File: config.mk
export PLATFORM = sky130hd
export DESIGN_NAME = hcs_status_vector
export DESIGN_NICKNAME = d
export VERILOG_FILES = /design/src/hdl/hcs_pkg.sv /design/src/hdl/hcs_status_vector.sv /design/src/hdl/hcs_wb_slave.sv /design/src/hdl/hcs_irq.sv
export SDC_FILE = /design/constraint.sdc
export NUM_CORES = 1
export LEC_CHECK = 0
export BUFFER_PORTS_ARGS = -buffer_cell sky130_fd_sc_hd__buf_4
export CAP_MARGIN = 20
export CORE_MARGIN = 1
export CORE_UTILIZATION = 53
export CTS_BUF_LIST = sky130_fd_sc_hd__clkbuf_16
export CTS_CLUSTER_DIAMETER = 30
export DETAILED_ROUTE_END_ITERATION = 16
export GPL_TIMING_DRIVEN = 0
export PLACE_DENSITY = 0.77
export SLEW_MARGIN = 20
export SYNTH_ARGS = -nofsm -noshare
export SYNTH_HDL_FRONTEND = slang
export SYNTH_SLANG_ARGS = --single-unit
File: constraint.sdc
create_clock -name mclk -period 2 [get_ports mclk]
set_clock_uncertainty 0.05 [all_clocks]
set_input_delay 0.3 -clock mclk [delete_from_list [all_inputs] [get_ports mclk]]
set_output_delay 0.3 -clock mclk [all_outputs]
set_load 0.02 [all_outputs]
File: src/hdl/hcs_pkg.sv
package hcs_pkg;

  // ----------------------------------------------------------------
  // geometry
  // ----------------------------------------------------------------
  localparam int unsigned NCH   = 32;
  localparam int unsigned CHW   = 5;
  localparam int unsigned ADR_W = 18;
  localparam int unsigned IDX_W = 16;
  localparam int unsigned DAT_W = 32;

  // ----------------------------------------------------------------
  // register indices (byte address = 4 * index)
  // ----------------------------------------------------------------
  localparam logic [15:0] IDX_SV_BASE  = 16'h40A0;
  localparam logic [15:0] IDX_SV_LAST  = 16'h40BF;
  localparam logic [15:0] IDX_CTRL     = 16'h40C0;
  localparam logic [15:0] IDX_CRC_EN   = 16'h40C1;
  localparam logic [15:0] IDX_IRQ_ST   = 16'h40C2;
  localparam logic [15:0] IDX_IRQ_MASK = 16'h40C3;

  // ----------------------------------------------------------------
  // status vector fields
  // ----------------------------------------------------------------
  localparam int unsigned SV_NO    = 0;
  localparam int unsigned SV_CRC   = 1;
  localparam int unsigned SV_STOP  = 2;
  localparam int unsigned SV_ABORT = 3;
  localparam int unsigned SV_FULL  = 4;
  localparam int unsigned SV_EMPTY = 5;
  localparam int unsigned SV_FLAG  = 6;
  localparam int unsigned SV_BITS  = 7;

  // ----------------------------------------------------------------
  // control, interrupt fields and reset values
  // ----------------------------------------------------------------
  localparam int unsigned CTRL_ACC      = 0;
  localparam int unsigned IRQ_SERVICE   = 0;
  localparam int unsigned IRQ_ABORT     = 1;
  localparam int unsigned IRQ_RX_LOST   = 2;
  localparam int unsigned IRQ_TX_REPEAT = 3;
  localparam int unsigned IRQ_W         = 4;

  localparam logic        CTRL_ACC_RST = 1'b0;
  localparam logic [31:0] CRC_EN_RST   = 32'h0000_0000;
  localparam logic [31:0] FLAGS_RST    = 32'h0000_0000;
  localparam logic [3:0]  IRQ_ST_RST   = 4'h0;
  localparam logic [3:0]  IRQ_MASK_RST = 4'h0;

  // ----------------------------------------------------------------
  // carriers
  // ----------------------------------------------------------------
  typedef struct packed {
    logic             cyc;
    logic             stb;
    logic             we;
    logic [3:0]       sel;
    logic [ADR_W-1:0] adr;
    logic [DAT_W-1:0] dat;
  } hcs_wb_req_t;

  typedef struct packed {
    logic           valid;
    logic [CHW-1:0] chan;
    logic           rx_octet;
    logic           end_flag;
    logic           abort;
    logic           crc_err;
    logic           not_octet;
    logic           tx_done;
  } hcs_event_t;

  typedef struct packed {
    logic           rx_read;
    logic           tx_write;
    logic [CHW-1:0] chan;
  } hcs_dsp_t;

endpackage

File: src/hdl/hcs_status_vector.sv
// Design decision made here: the Wishbone register port.
`timescale 1ns/1ps
module hcs_status_vector (
  // clock and reset
  input  logic                             mclk,
  input  logic                             arst_n,
  // wishbone slave
  input  logic                             wb_cyc_i,
  input  logic                             wb_stb_i,
  input  logic                             wb_we_i,
  input  logic [3:0]                       wb_sel_i,
  input  logic [hcs_pkg::ADR_W-1:0]        wb_adr_i,
  input  logic [hcs_pkg::DAT_W-1:0]        wb_dat_i,
  output logic [hcs_pkg::DAT_W-1:0]        wb_dat_o,
  output logic                             wb_ack_o,
  // hdlc engine events and dsp buffer accesses
  input  hcs_pkg::hcs_event_t              ev,
  input  hcs_pkg::hcs_dsp_t                dsp,
  // configuration towards the engine, and the service map
  output logic                             processor_access_select,
  output logic [hcs_pkg::NCH-1:0]          crc_enable,
  output logic [hcs_pkg::NCH-1:0]          service_map,
  // interrupt
  output logic                             irq
);

  typedef struct packed {
    logic [hcs_pkg::NCH-1:0] no;
    logic [hcs_pkg::NCH-1:0] crc;
    logic [hcs_pkg::NCH-1:0] stop;
    logic [hcs_pkg::NCH-1:0] abort;
    logic [hcs_pkg::NCH-1:0] full;
    logic [hcs_pkg::NCH-1:0] empty;
    logic [hcs_pkg::NCH-1:0] crc_en;
    logic                    acc;
  } hcs_sv_state_t;

  hcs_sv_state_t                 s_q;
  hcs_sv_state_t                 s_d;
  hcs_pkg::hcs_wb_req_t          req;
  logic [hcs_pkg::DAT_W-1:0]     rdata;
  logic                          wr_commit;
  logic [hcs_pkg::IDX_W-1:0]     idx;
  logic [hcs_pkg::NCH-1:0]       no_n;
  logic [hcs_pkg::NCH-1:0]       crc_n;
  logic [hcs_pkg::NCH-1:0]       stop_n;
  logic [hcs_pkg::NCH-1:0]       abort_n;
  logic [hcs_pkg::NCH-1:0]       full_n;
  logic [hcs_pkg::NCH-1:0]       empty_n;
  logic [hcs_pkg::NCH-1:0]       rx_lost;
  logic [hcs_pkg::NCH-1:0]       tx_repeat;
  logic [hcs_pkg::NCH-1:0]       svc_rise;
  logic [hcs_pkg::NCH-1:0]       ab_rise;
  logic [hcs_pkg::IRQ_W-1:0]     irq_set;
  logic [hcs_pkg::IRQ_W-1:0]     irq_status;
  logic [hcs_pkg::IRQ_W-1:0]     irq_mask;
  logic                          irq_st_we;
  logic                          irq_mask_we;

  // ----------------------------------------------------------------
  // helpers
  // ----------------------------------------------------------------
  function automatic logic chan_hit(input logic vld, input logic [hcs_pkg::CHW-1:0] c,
                                    input logic [hcs_pkg::CHW-1:0] n);
    chan_hit = vld && (c == n);
  endfunction

  // status word of one channel; service flag follows full or empty
  function automatic logic [15:0] sv_word(input hcs_sv_state_t s, input logic [hcs_pkg::CHW-1:0] c);
    logic [15:0] w;
    w                    = 16'h0000;
    w[hcs_pkg::SV_NO]    = s.no[c];
    w[hcs_pkg::SV_CRC]   = s.crc[c];
    w[hcs_pkg::SV_STOP]  = s.stop[c];
    w[hcs_pkg::SV_ABORT] = s.abort[c];
    w[hcs_pkg::SV_FULL]  = s.full[c];
    w[hcs_pkg::SV_EMPTY] = s.empty[c];
    w[hcs_pkg::SV_FLAG]  = s.full[c] | s.empty[c];
    sv_word              = w;
  endfunction

  function automatic logic is_sv(input logic [hcs_pkg::IDX_W-1:0] i);
    is_sv = (i >= hcs_pkg::IDX_SV_BASE) && (i <= hcs_pkg::IDX_SV_LAST);
  endfunction

  // ----------------------------------------------------------------
  // bus slave
  // ----------------------------------------------------------------
  assign req.cyc = wb_cyc_i;
  assign req.stb = wb_stb_i;
  assign req.we  = wb_we_i;
  assign req.sel = wb_sel_i;
  assign req.adr = wb_adr_i;
  assign req.dat = wb_dat_i;
  assign idx     = wb_adr_i[hcs_pkg::ADR_W-1:2];

  hcs_wb_slave u_slave (
    .mclk      (mclk),
    .arst_n    (arst_n),
    .req       (req),
    .rdata     (rdata),
    .ack       (wb_ack_o),
    .dat       (wb_dat_o),
    .wr_commit (wr_commit)
  );

  // ----------------------------------------------------------------
  // read mux; unmapped reads return zero
  // ----------------------------------------------------------------
  always_comb begin
    rdata = 32'h0000_0000;
    if (is_sv(idx)) begin
      // locked words answer but show nothing
      if (s_q.acc) begin
        rdata = {16'h0000, sv_word(s_q, idx[hcs_pkg::CHW-1:0])};
      end
    end else if (idx == hcs_pkg::IDX_CTRL) begin
      rdata[hcs_pkg::CTRL_ACC] = s_q.acc;
    end else if (idx == hcs_pkg::IDX_CRC_EN) begin
      rdata = s_q.crc_en;
    end else if (idx == hcs_pkg::IDX_IRQ_ST) begin
      rdata[hcs_pkg::IRQ_W-1:0] = irq_status;
    end else if (idx == hcs_pkg::IDX_IRQ_MASK) begin
      rdata[hcs_pkg::IRQ_W-1:0] = irq_mask;
    end
  end

  // ----------------------------------------------------------------
  // per-channel flag updates; a set in the clearing cycle wins
  // ----------------------------------------------------------------
  genvar g;
  generate
    for (g = 0; g < hcs_pkg::NCH; g++) begin : g_ch
      logic hit_ev;
      logic hit_rd;
      logic hit_wr;
      assign hit_ev = chan_hit(ev.valid, ev.chan, hcs_pkg::CHW'(g));
      assign hit_rd = chan_hit(dsp.rx_read, dsp.chan, hcs_pkg::CHW'(g));
      assign hit_wr = chan_hit(dsp.tx_write, dsp.chan, hcs_pkg::CHW'(g));
      // message flags describe the waiting octet and go with it
      assign no_n[g]    = (hit_ev && ev.not_octet) || (s_q.no[g] && !hit_rd);
      assign crc_n[g]   = (hit_ev && ev.crc_err && s_q.crc_en[g])
                          || (s_q.crc[g] && !hit_rd);
      assign stop_n[g]  = (hit_ev && (ev.end_flag || ev.abort))
                          || (s_q.stop[g] && !hit_rd);
      assign abort_n[g] = (hit_ev && ev.abort) || (s_q.abort[g] && !hit_rd);
      assign full_n[g]  = (hit_ev && ev.rx_octet) || (s_q.full[g] && !hit_rd);
      assign empty_n[g] = (hit_ev && ev.tx_done) || (s_q.empty[g] && !hit_wr);
      // unread octet overwritten, or a slot fetched again unchanged
      assign rx_lost[g]   = hit_ev && ev.rx_octet && s_q.full[g] && !hit_rd;
      assign tx_repeat[g] = hit_ev && ev.tx_done && s_q.empty[g] && !hit_wr;
      assign svc_rise[g]  = !(s_q.full[g] || s_q.empty[g]) && (full_n[g] || empty_n[g]);
      assign ab_rise[g]   = abort_n[g] && !s_q.abort[g];
    end
  endgenerate

  // ----------------------------------------------------------------
  // state update
  // ----------------------------------------------------------------
  always_comb begin
    s_d       = s_q;
    s_d.no    = no_n;
    s_d.crc   = crc_n;
    s_d.stop  = stop_n;
    s_d.abort = abort_n;
    s_d.full  = full_n;
    s_d.empty = empty_n;
    // status words take no writes at all
    if (wr_commit) begin
      if (idx == hcs_pkg::IDX_CTRL) begin
        if (wb_sel_i[0]) begin
          s_d.acc = wb_dat_i[hcs_pkg::CTRL_ACC];
        end
      end else if (idx == hcs_pkg::IDX_CRC_EN) begin
        for (int b = 0; b < 4; b++) begin
          if (wb_sel_i[b]) begin
            s_d.crc_en[b*8 +: 8] = wb_dat_i[b*8 +: 8];
          end
        end
      end
    end
  end

  always_ff @(posedge mclk or negedge arst_n) begin
    if (!arst_n) begin
      s_q.no     <= hcs_pkg::FLAGS_RST;
      s_q.crc    <= hcs_pkg::FLAGS_RST;
      s_q.stop   <= hcs_pkg::FLAGS_RST;
      s_q.abort  <= hcs_pkg::FLAGS_RST;
      s_q.full   <= hcs_pkg::FLAGS_RST;
      s_q.empty  <= hcs_pkg::FLAGS_RST;
      s_q.crc_en <= hcs_pkg::CRC_EN_RST;
      s_q.acc    <= hcs_pkg::CTRL_ACC_RST;
    end else begin
      s_q <= s_d;
    end
  end

  assign processor_access_select = s_q.acc;
  assign crc_enable              = s_q.crc_en;
  assign service_map             = s_q.full | s_q.empty;

  // ----------------------------------------------------------------
  // interrupts
  // ----------------------------------------------------------------
  assign irq_set[hcs_pkg::IRQ_SERVICE]   = |svc_rise;
  assign irq_set[hcs_pkg::IRQ_ABORT]     = |ab_rise;
  assign irq_set[hcs_pkg::IRQ_RX_LOST]   = |rx_lost;
  assign irq_set[hcs_pkg::IRQ_TX_REPEAT] = |tx_repeat;
  assign irq_st_we   = wr_commit && wb_sel_i[0] && (idx == hcs_pkg::IDX_IRQ_ST);
  assign irq_mask_we = wr_commit && wb_sel_i[0] && (idx == hcs_pkg::IDX_IRQ_MASK);

  hcs_irq u_irq (
    .mclk    (mclk),
    .arst_n  (arst_n),
    .ev_set  (irq_set),
    .st_we   (irq_st_we),
    .mask_we (irq_mask_we),
    .wdat    (wb_dat_i[hcs_pkg::IRQ_W-1:0]),
    .status  (irq_status),
    .mask    (irq_mask),
    .irq     (irq)
  );
endmodule

File: src/hdl/hcs_wb_slave.sv
`timescale 1ns/1ps
module hcs_wb_slave (
  // clock and reset
  input  logic                           mclk,
  input  logic                           arst_n,
  // bus request and read data from the register file
  input  hcs_pkg::hcs_wb_req_t           req,
  input  logic [hcs_pkg::DAT_W-1:0]      rdata,
  // answer
  output logic                           ack,
  output logic [hcs_pkg::DAT_W-1:0]      dat,
  output logic                           wr_commit
);

  typedef struct packed {
    logic                      ack;
    logic [hcs_pkg::DAT_W-1:0] dat;
  } hcs_slv_state_t;

  hcs_slv_state_t s_q;
  hcs_slv_state_t s_d;

  // ----------------------------------------------------------------
  // one wait state: data is captured with the request, ack follows
  // ----------------------------------------------------------------
  always_comb begin
    s_d     = s_q;
    s_d.ack = req.cyc && req.stb && !s_q.ack;
    if (req.cyc && req.stb && !s_q.ack) begin
      s_d.dat = rdata;
    end
  end

  always_ff @(posedge mclk or negedge arst_n) begin
    if (!arst_n) begin
      s_q <= '0;
    end else begin
      s_q <= s_d;
    end
  end

  // write lands on the edge at which the master samples ack
  assign ack       = s_q.ack;
  assign dat       = s_q.dat;
  assign wr_commit = s_q.ack && req.cyc && req.stb && req.we;

endmodule

File: src/hdl/hcs_irq.sv
`timescale 1ns/1ps
module hcs_irq (
  // clock and reset
  input  logic                        mclk,
  input  logic                        arst_n,
  // events
  input  logic [hcs_pkg::IRQ_W-1:0]   ev_set,
  // software access
  input  logic                        st_we,
  input  logic                        mask_we,
  input  logic [hcs_pkg::IRQ_W-1:0]   wdat,
  // state
  output logic [hcs_pkg::IRQ_W-1:0]   status,
  output logic [hcs_pkg::IRQ_W-1:0]   mask,
  output logic                        irq
);

  typedef struct packed {
    logic [hcs_pkg::IRQ_W-1:0] st;
    logic [hcs_pkg::IRQ_W-1:0] mask;
  } hcs_irq_state_t;

  hcs_irq_state_t s_q;
  hcs_irq_state_t s_d;

  // ----------------------------------------------------------------
  // sticky status, write one to clear; a new event beats the clear
  // ----------------------------------------------------------------
  always_comb begin
    s_d    = s_q;
    s_d.st = (s_q.st & ~(st_we ? wdat : '0)) | ev_set;
    if (mask_we) begin
      s_d.mask = wdat;
    end
  end

  always_ff @(posedge mclk or negedge arst_n) begin
    if (!arst_n) begin
      s_q.st   <= hcs_pkg::IRQ_ST_RST;
      s_q.mask <= hcs_pkg::IRQ_MASK_RST;
    end else begin
      s_q <= s_d;
    end
  end

  assign status = s_q.st;
  assign mask   = s_q.mask;
  assign irq    = |(s_q.st & s_q.mask);

endmodule

==> flow_summary_export.csv <==
group,metric,value,unit
grt,first_global_vias,14000,
critical_path,path_max_fanout,2,
critical_path,cp-start-kind,"flop",
route,initialDrtViolationCount,2421,
critical_path,path_cells,"or2_4 > and3b_1 > o41a_1 > nor4_4 > nand4_1 > or4_1",
worst_hold_path,hp-class,"primary input to flop",
pwr,intPower,0.0141,W
grt,grt_max_degree,102,
die,die-area,26500,µm²
pwr,pwr-share-clk,0.482,
sta,drv_slew,0,
run_status,failed_checks,"setup timing",
grt,grt_usage,0.477,
route,via_per_inst,7.23,
sta,setup_viol,46,
sta,hold_viol_final,0,
place,io_buffers,168,
critical_path,required,2380,ps
critical_path,reg2reg_slack,-390,ps
pwr,powerDensity,1080,nW/µm²
run_status,outcome,"finished, violations left",
pwr,power.leakage,8.69,nW
clock_tree,cts_max_path_buffers,3,
place,post-place-ws,-1570,ps
sta,worst_slack,-394,ps
synthesis,yosys_warnings,0,
clock_tree,clock-sinks,266,
critical_path,path_class,"flop to flop",
finish,drive_gt1_frac,0.361,
worst_hold_path,hold_end,"s_q[148]",
pwr,power.net_switching,0.00603,W
route,vias,14300,
die,rows,58,
synthesis,synth_flop_cell,"dfrtp_1",
critical_path,cp_slowest_cell,"or4_1",
run,drv_cap,0,
sta,rsz0062_at_grt,"true",
synthesis,synth-edff-count,0,
synthesis,synth_top_cell_by_area,"dfrtp_1",
die,die_y,163,µm
route,firstDrtPassIters,7,
worst_hold_path,min_from,"ev[4]",
critical_path,reg2regPathDepth,6,
grt,grt-ovfl-total,0,
synthesis,ys_seq_elements,266,
clock_tree,clk_latency,590,ps
die,pin_count,177,
pwr,max-vdd-ir-drop,0.909,mV
finish,antenna_cells,0,
critical_path,crit_buf_inv,0,
pwr,seqPwrFrac,0.332,
place,globalplace.congestion,1.04,
grt,antenna_found_initial,2,
synthesis,syn-num-nets,1387,
route,route.detailed.drc,0,
sta,tightest_slew,899,ps
synthesis,synth_cell_types,55,
critical_path,reg2reg_from,"s_q[66]",
route,routed_wirelength,64.4,mm
die,core,25300,µm²
finish,layout.nets,1680,
clock_tree,cts_buffers,57,
route,avgRoutedWirePerCell,32.6,µm
synthesis,yosys-top-cells-area,"dfrtp_1 49%, mux4_2 8.7%, nand2_1 6.2%",
critical_path,critPathTopFamily,"simple AND/OR/NAND/NOR gates",
finish,fillerInstances,1651,
synthesis,synthArstFlopShare,1.00,
pwr,switching_share,0.299,
clock_tree,ctsRootBufferMaster,"clkbuf_16",
sta,fin_crit,2390,ps
finish,syn2layout_area_growth,36.7,%
die,initial_core_util,0.542,
critical_path,cp_slowest_stage_delay,490,ps
sta,setup_tns,-3700,ps
worst_hold_path,holdPathStages,3,
critical_path,arrival,2780,ps
sta,fmax,418,MHz
grt,grt_pass1_wl,90.7,mm
synthesis,syn_avg_cell_area,10.5,µm²
synthesis,ys_seq_area_frac,0.486,
pwr,pwr-share-comb,0.186,
sta,relSlewSlack,0.400,
die,dieWidth,163,µm
sta,period_share,1.20,
clock_tree,tritoncts,"done",
critical_path,worstReg2RegEnd,"u_irq.status[0]",
synthesis,synth_top_cell_area_share,0.486,
critical_path,cp-end-kind,"flop",
route,ant_nets,0,
synthesis,syn_inst,1309,
clock_tree,htree_levels,2,
place,hpwlAfterDp,44.0,mm
clock_tree,clk_pin_slew,50,ps
synthesis,syn_area,13700,µm²
[what timing repair did]
action,4_1_cts,5_1_grt
gates cloned,0,2
resized for setup,133,93
endpoints found under the hold margin,120,0
hold buffers,35,0
pin swaps,23,27
buffers inserted,17,12
endpoints found under the setup margin,81,69
[layout make-up]
type | count | area (µm²) | share of cell area
Tap cell | 330 | 413 | 0.0221
Sequential cell | 266 | 6660 | 0.356
Inverter | 6 | 22.5 | 0.00120
Buffer | 116 | 751 | 0.0401
Clock buffer | 58 | 1450 | 0.0776
Multi-Input combinational cell | 919 | 6940 | 0.371
Timing Repair Buffer | 236 | 1970 | 0.106
Clock inverter | 45 | 507 | 0.0271
[Yosys cell counts (6+ instances only)]
cell type / count
inv_1: 6
nor2_1: 55
nand4b_1: 11
buf_4: 37
mux4_2: 53
nor2b_1: 11
or2_2: 41
o22ai_1: 44
buf_2: 19
clkbuf_1: 58
o21ai_0: 103
a31oi_1: 20
nor3_1: 16
a22o_1: 66
mux2i_1: 6
nand2_1: 225
dfrtp_1: 266
mux2_2: 42
nand2b_1: 8
a32o_1: 32
nand3_1: 80
nand4bb_1: 9
nor4_1: 13
[worst min-delay path: stages]
cell     delay (ps)
buf_4            90
nor2_1           70
o21ai_0         140
[per-layer routing]
| layer | track usage | part of all wire | vias to the layer above |
|---|---|---|---|
| met2 | 0.687 | 0.43 | 1443 |
| met3 | 0.162 | 0.15 | 340 |
| met1 | 0.650 | 0.37 | 7002 |
| met5 | 0.0189 | 0.0012 | - |
| met4 | 0.216 | 0.057 | 4 |
| li1 | - | - | 5495 |
[placed cells by master, fill, tap and decap left out, drive strengths merged, types with 6 or more instances in the layout]
cell type / netlist / layout
nor3: 16 / 16
nand4b: 11 / 11
a22o: 66 / 66
clkbuf: 58 / 112
nor2: 55 / 55
nor2b: 11 / 11
mux2: 42 / 42
clkinv: 0 / 21
o21ai: 107 / 107
a32o: 32 / 32
nor4: 14 / 14
nand2: 225 / 225
bufinv: 0 / 10
nand2b: 8 / 8
inv: 6 / 16
dlygate4sd3: 0 / 35
o22ai: 44 / 44
mux4: 53 / 53
buf: 60 / 263
a31oi: 20 / 20
or2: 41 / 41
nand3: 84 / 84
mux2i: 6 / 6
dfrtp: 266 / 266
nand4bb: 9 / 9
[flip-flops by register name, summed over array words and instances (netlist names)]
register	cells
crc_enable	32
processor_access_select	1
s_q	192
u_irq.mask	4
u_irq.status	4
u_slave.ack	1
u_slave.dat	32
[cells by family after synthesis]
kind of cell,share of synthesized area
simple gates,0.184
buf+inv,0.0459
flops,0.486
compound gates,0.158
mux,0.126
[stage by stage]
stage / instances / hold WS, ps / power (W) / instance area, µm² / utilization
after floorplan: 1309 / -45.6 / 0.00830 / 13800 / -
after global placement: 1807 / 405 / 0.00979 / 15400 / 0.612
after detailed placement: 1809 / 290 / 0.00985 / 15500 / 0.615
after CTS: 1962 / 8.06 / 0.0197 / 18300 / 0.725
after global routing: 1976 / 66.4 / 0.0205 / 18700 / 0.741
final: 1976 / 10.4 / 0.0202 / 18700 / 0.741
[worst max-delay path by stage]
stage | from | endpoint | slack, ps | cells after the start
2_1_floorplan | wb_adr_i[15] | crc_enable[10] | -310 | 6
4_1_cts | s_q[66] | u_irq.status[0] | -270 | 6
3_5_place_dp | dsp[1] | u_irq.status[0] | -1570 | 9
3_3_place_gp | dsp[1] | u_irq.status[0] | -1710 | 9
5_1_grt | ev[10] | u_irq.status[0] | -370 | 9
6_report | s_q[66] | u_irq.status[0] | -390 | 6
[power by group through the flow]
| stage | Combinational (W) | Clock, W | Sequential, W |
|---|---|---|---|
| 5_1_grt | 0.00386 | 0.00995 | 0.00671 |
| 4_1_cts | 0.00347 | 0.00958 | 0.00660 |
| 3_3_place_gp | 0.00316 | 0 | 0.00663 |
| 6_report | 0.00374 | 0.00972 | 0.00669 |
| 3_5_place_dp | 0.00320 | 0 | 0.00665 |
| 2_1_floorplan | 0.00187 | 0 | 0.00643 |
No activity file was read; power rests on OpenSTA's default activity.
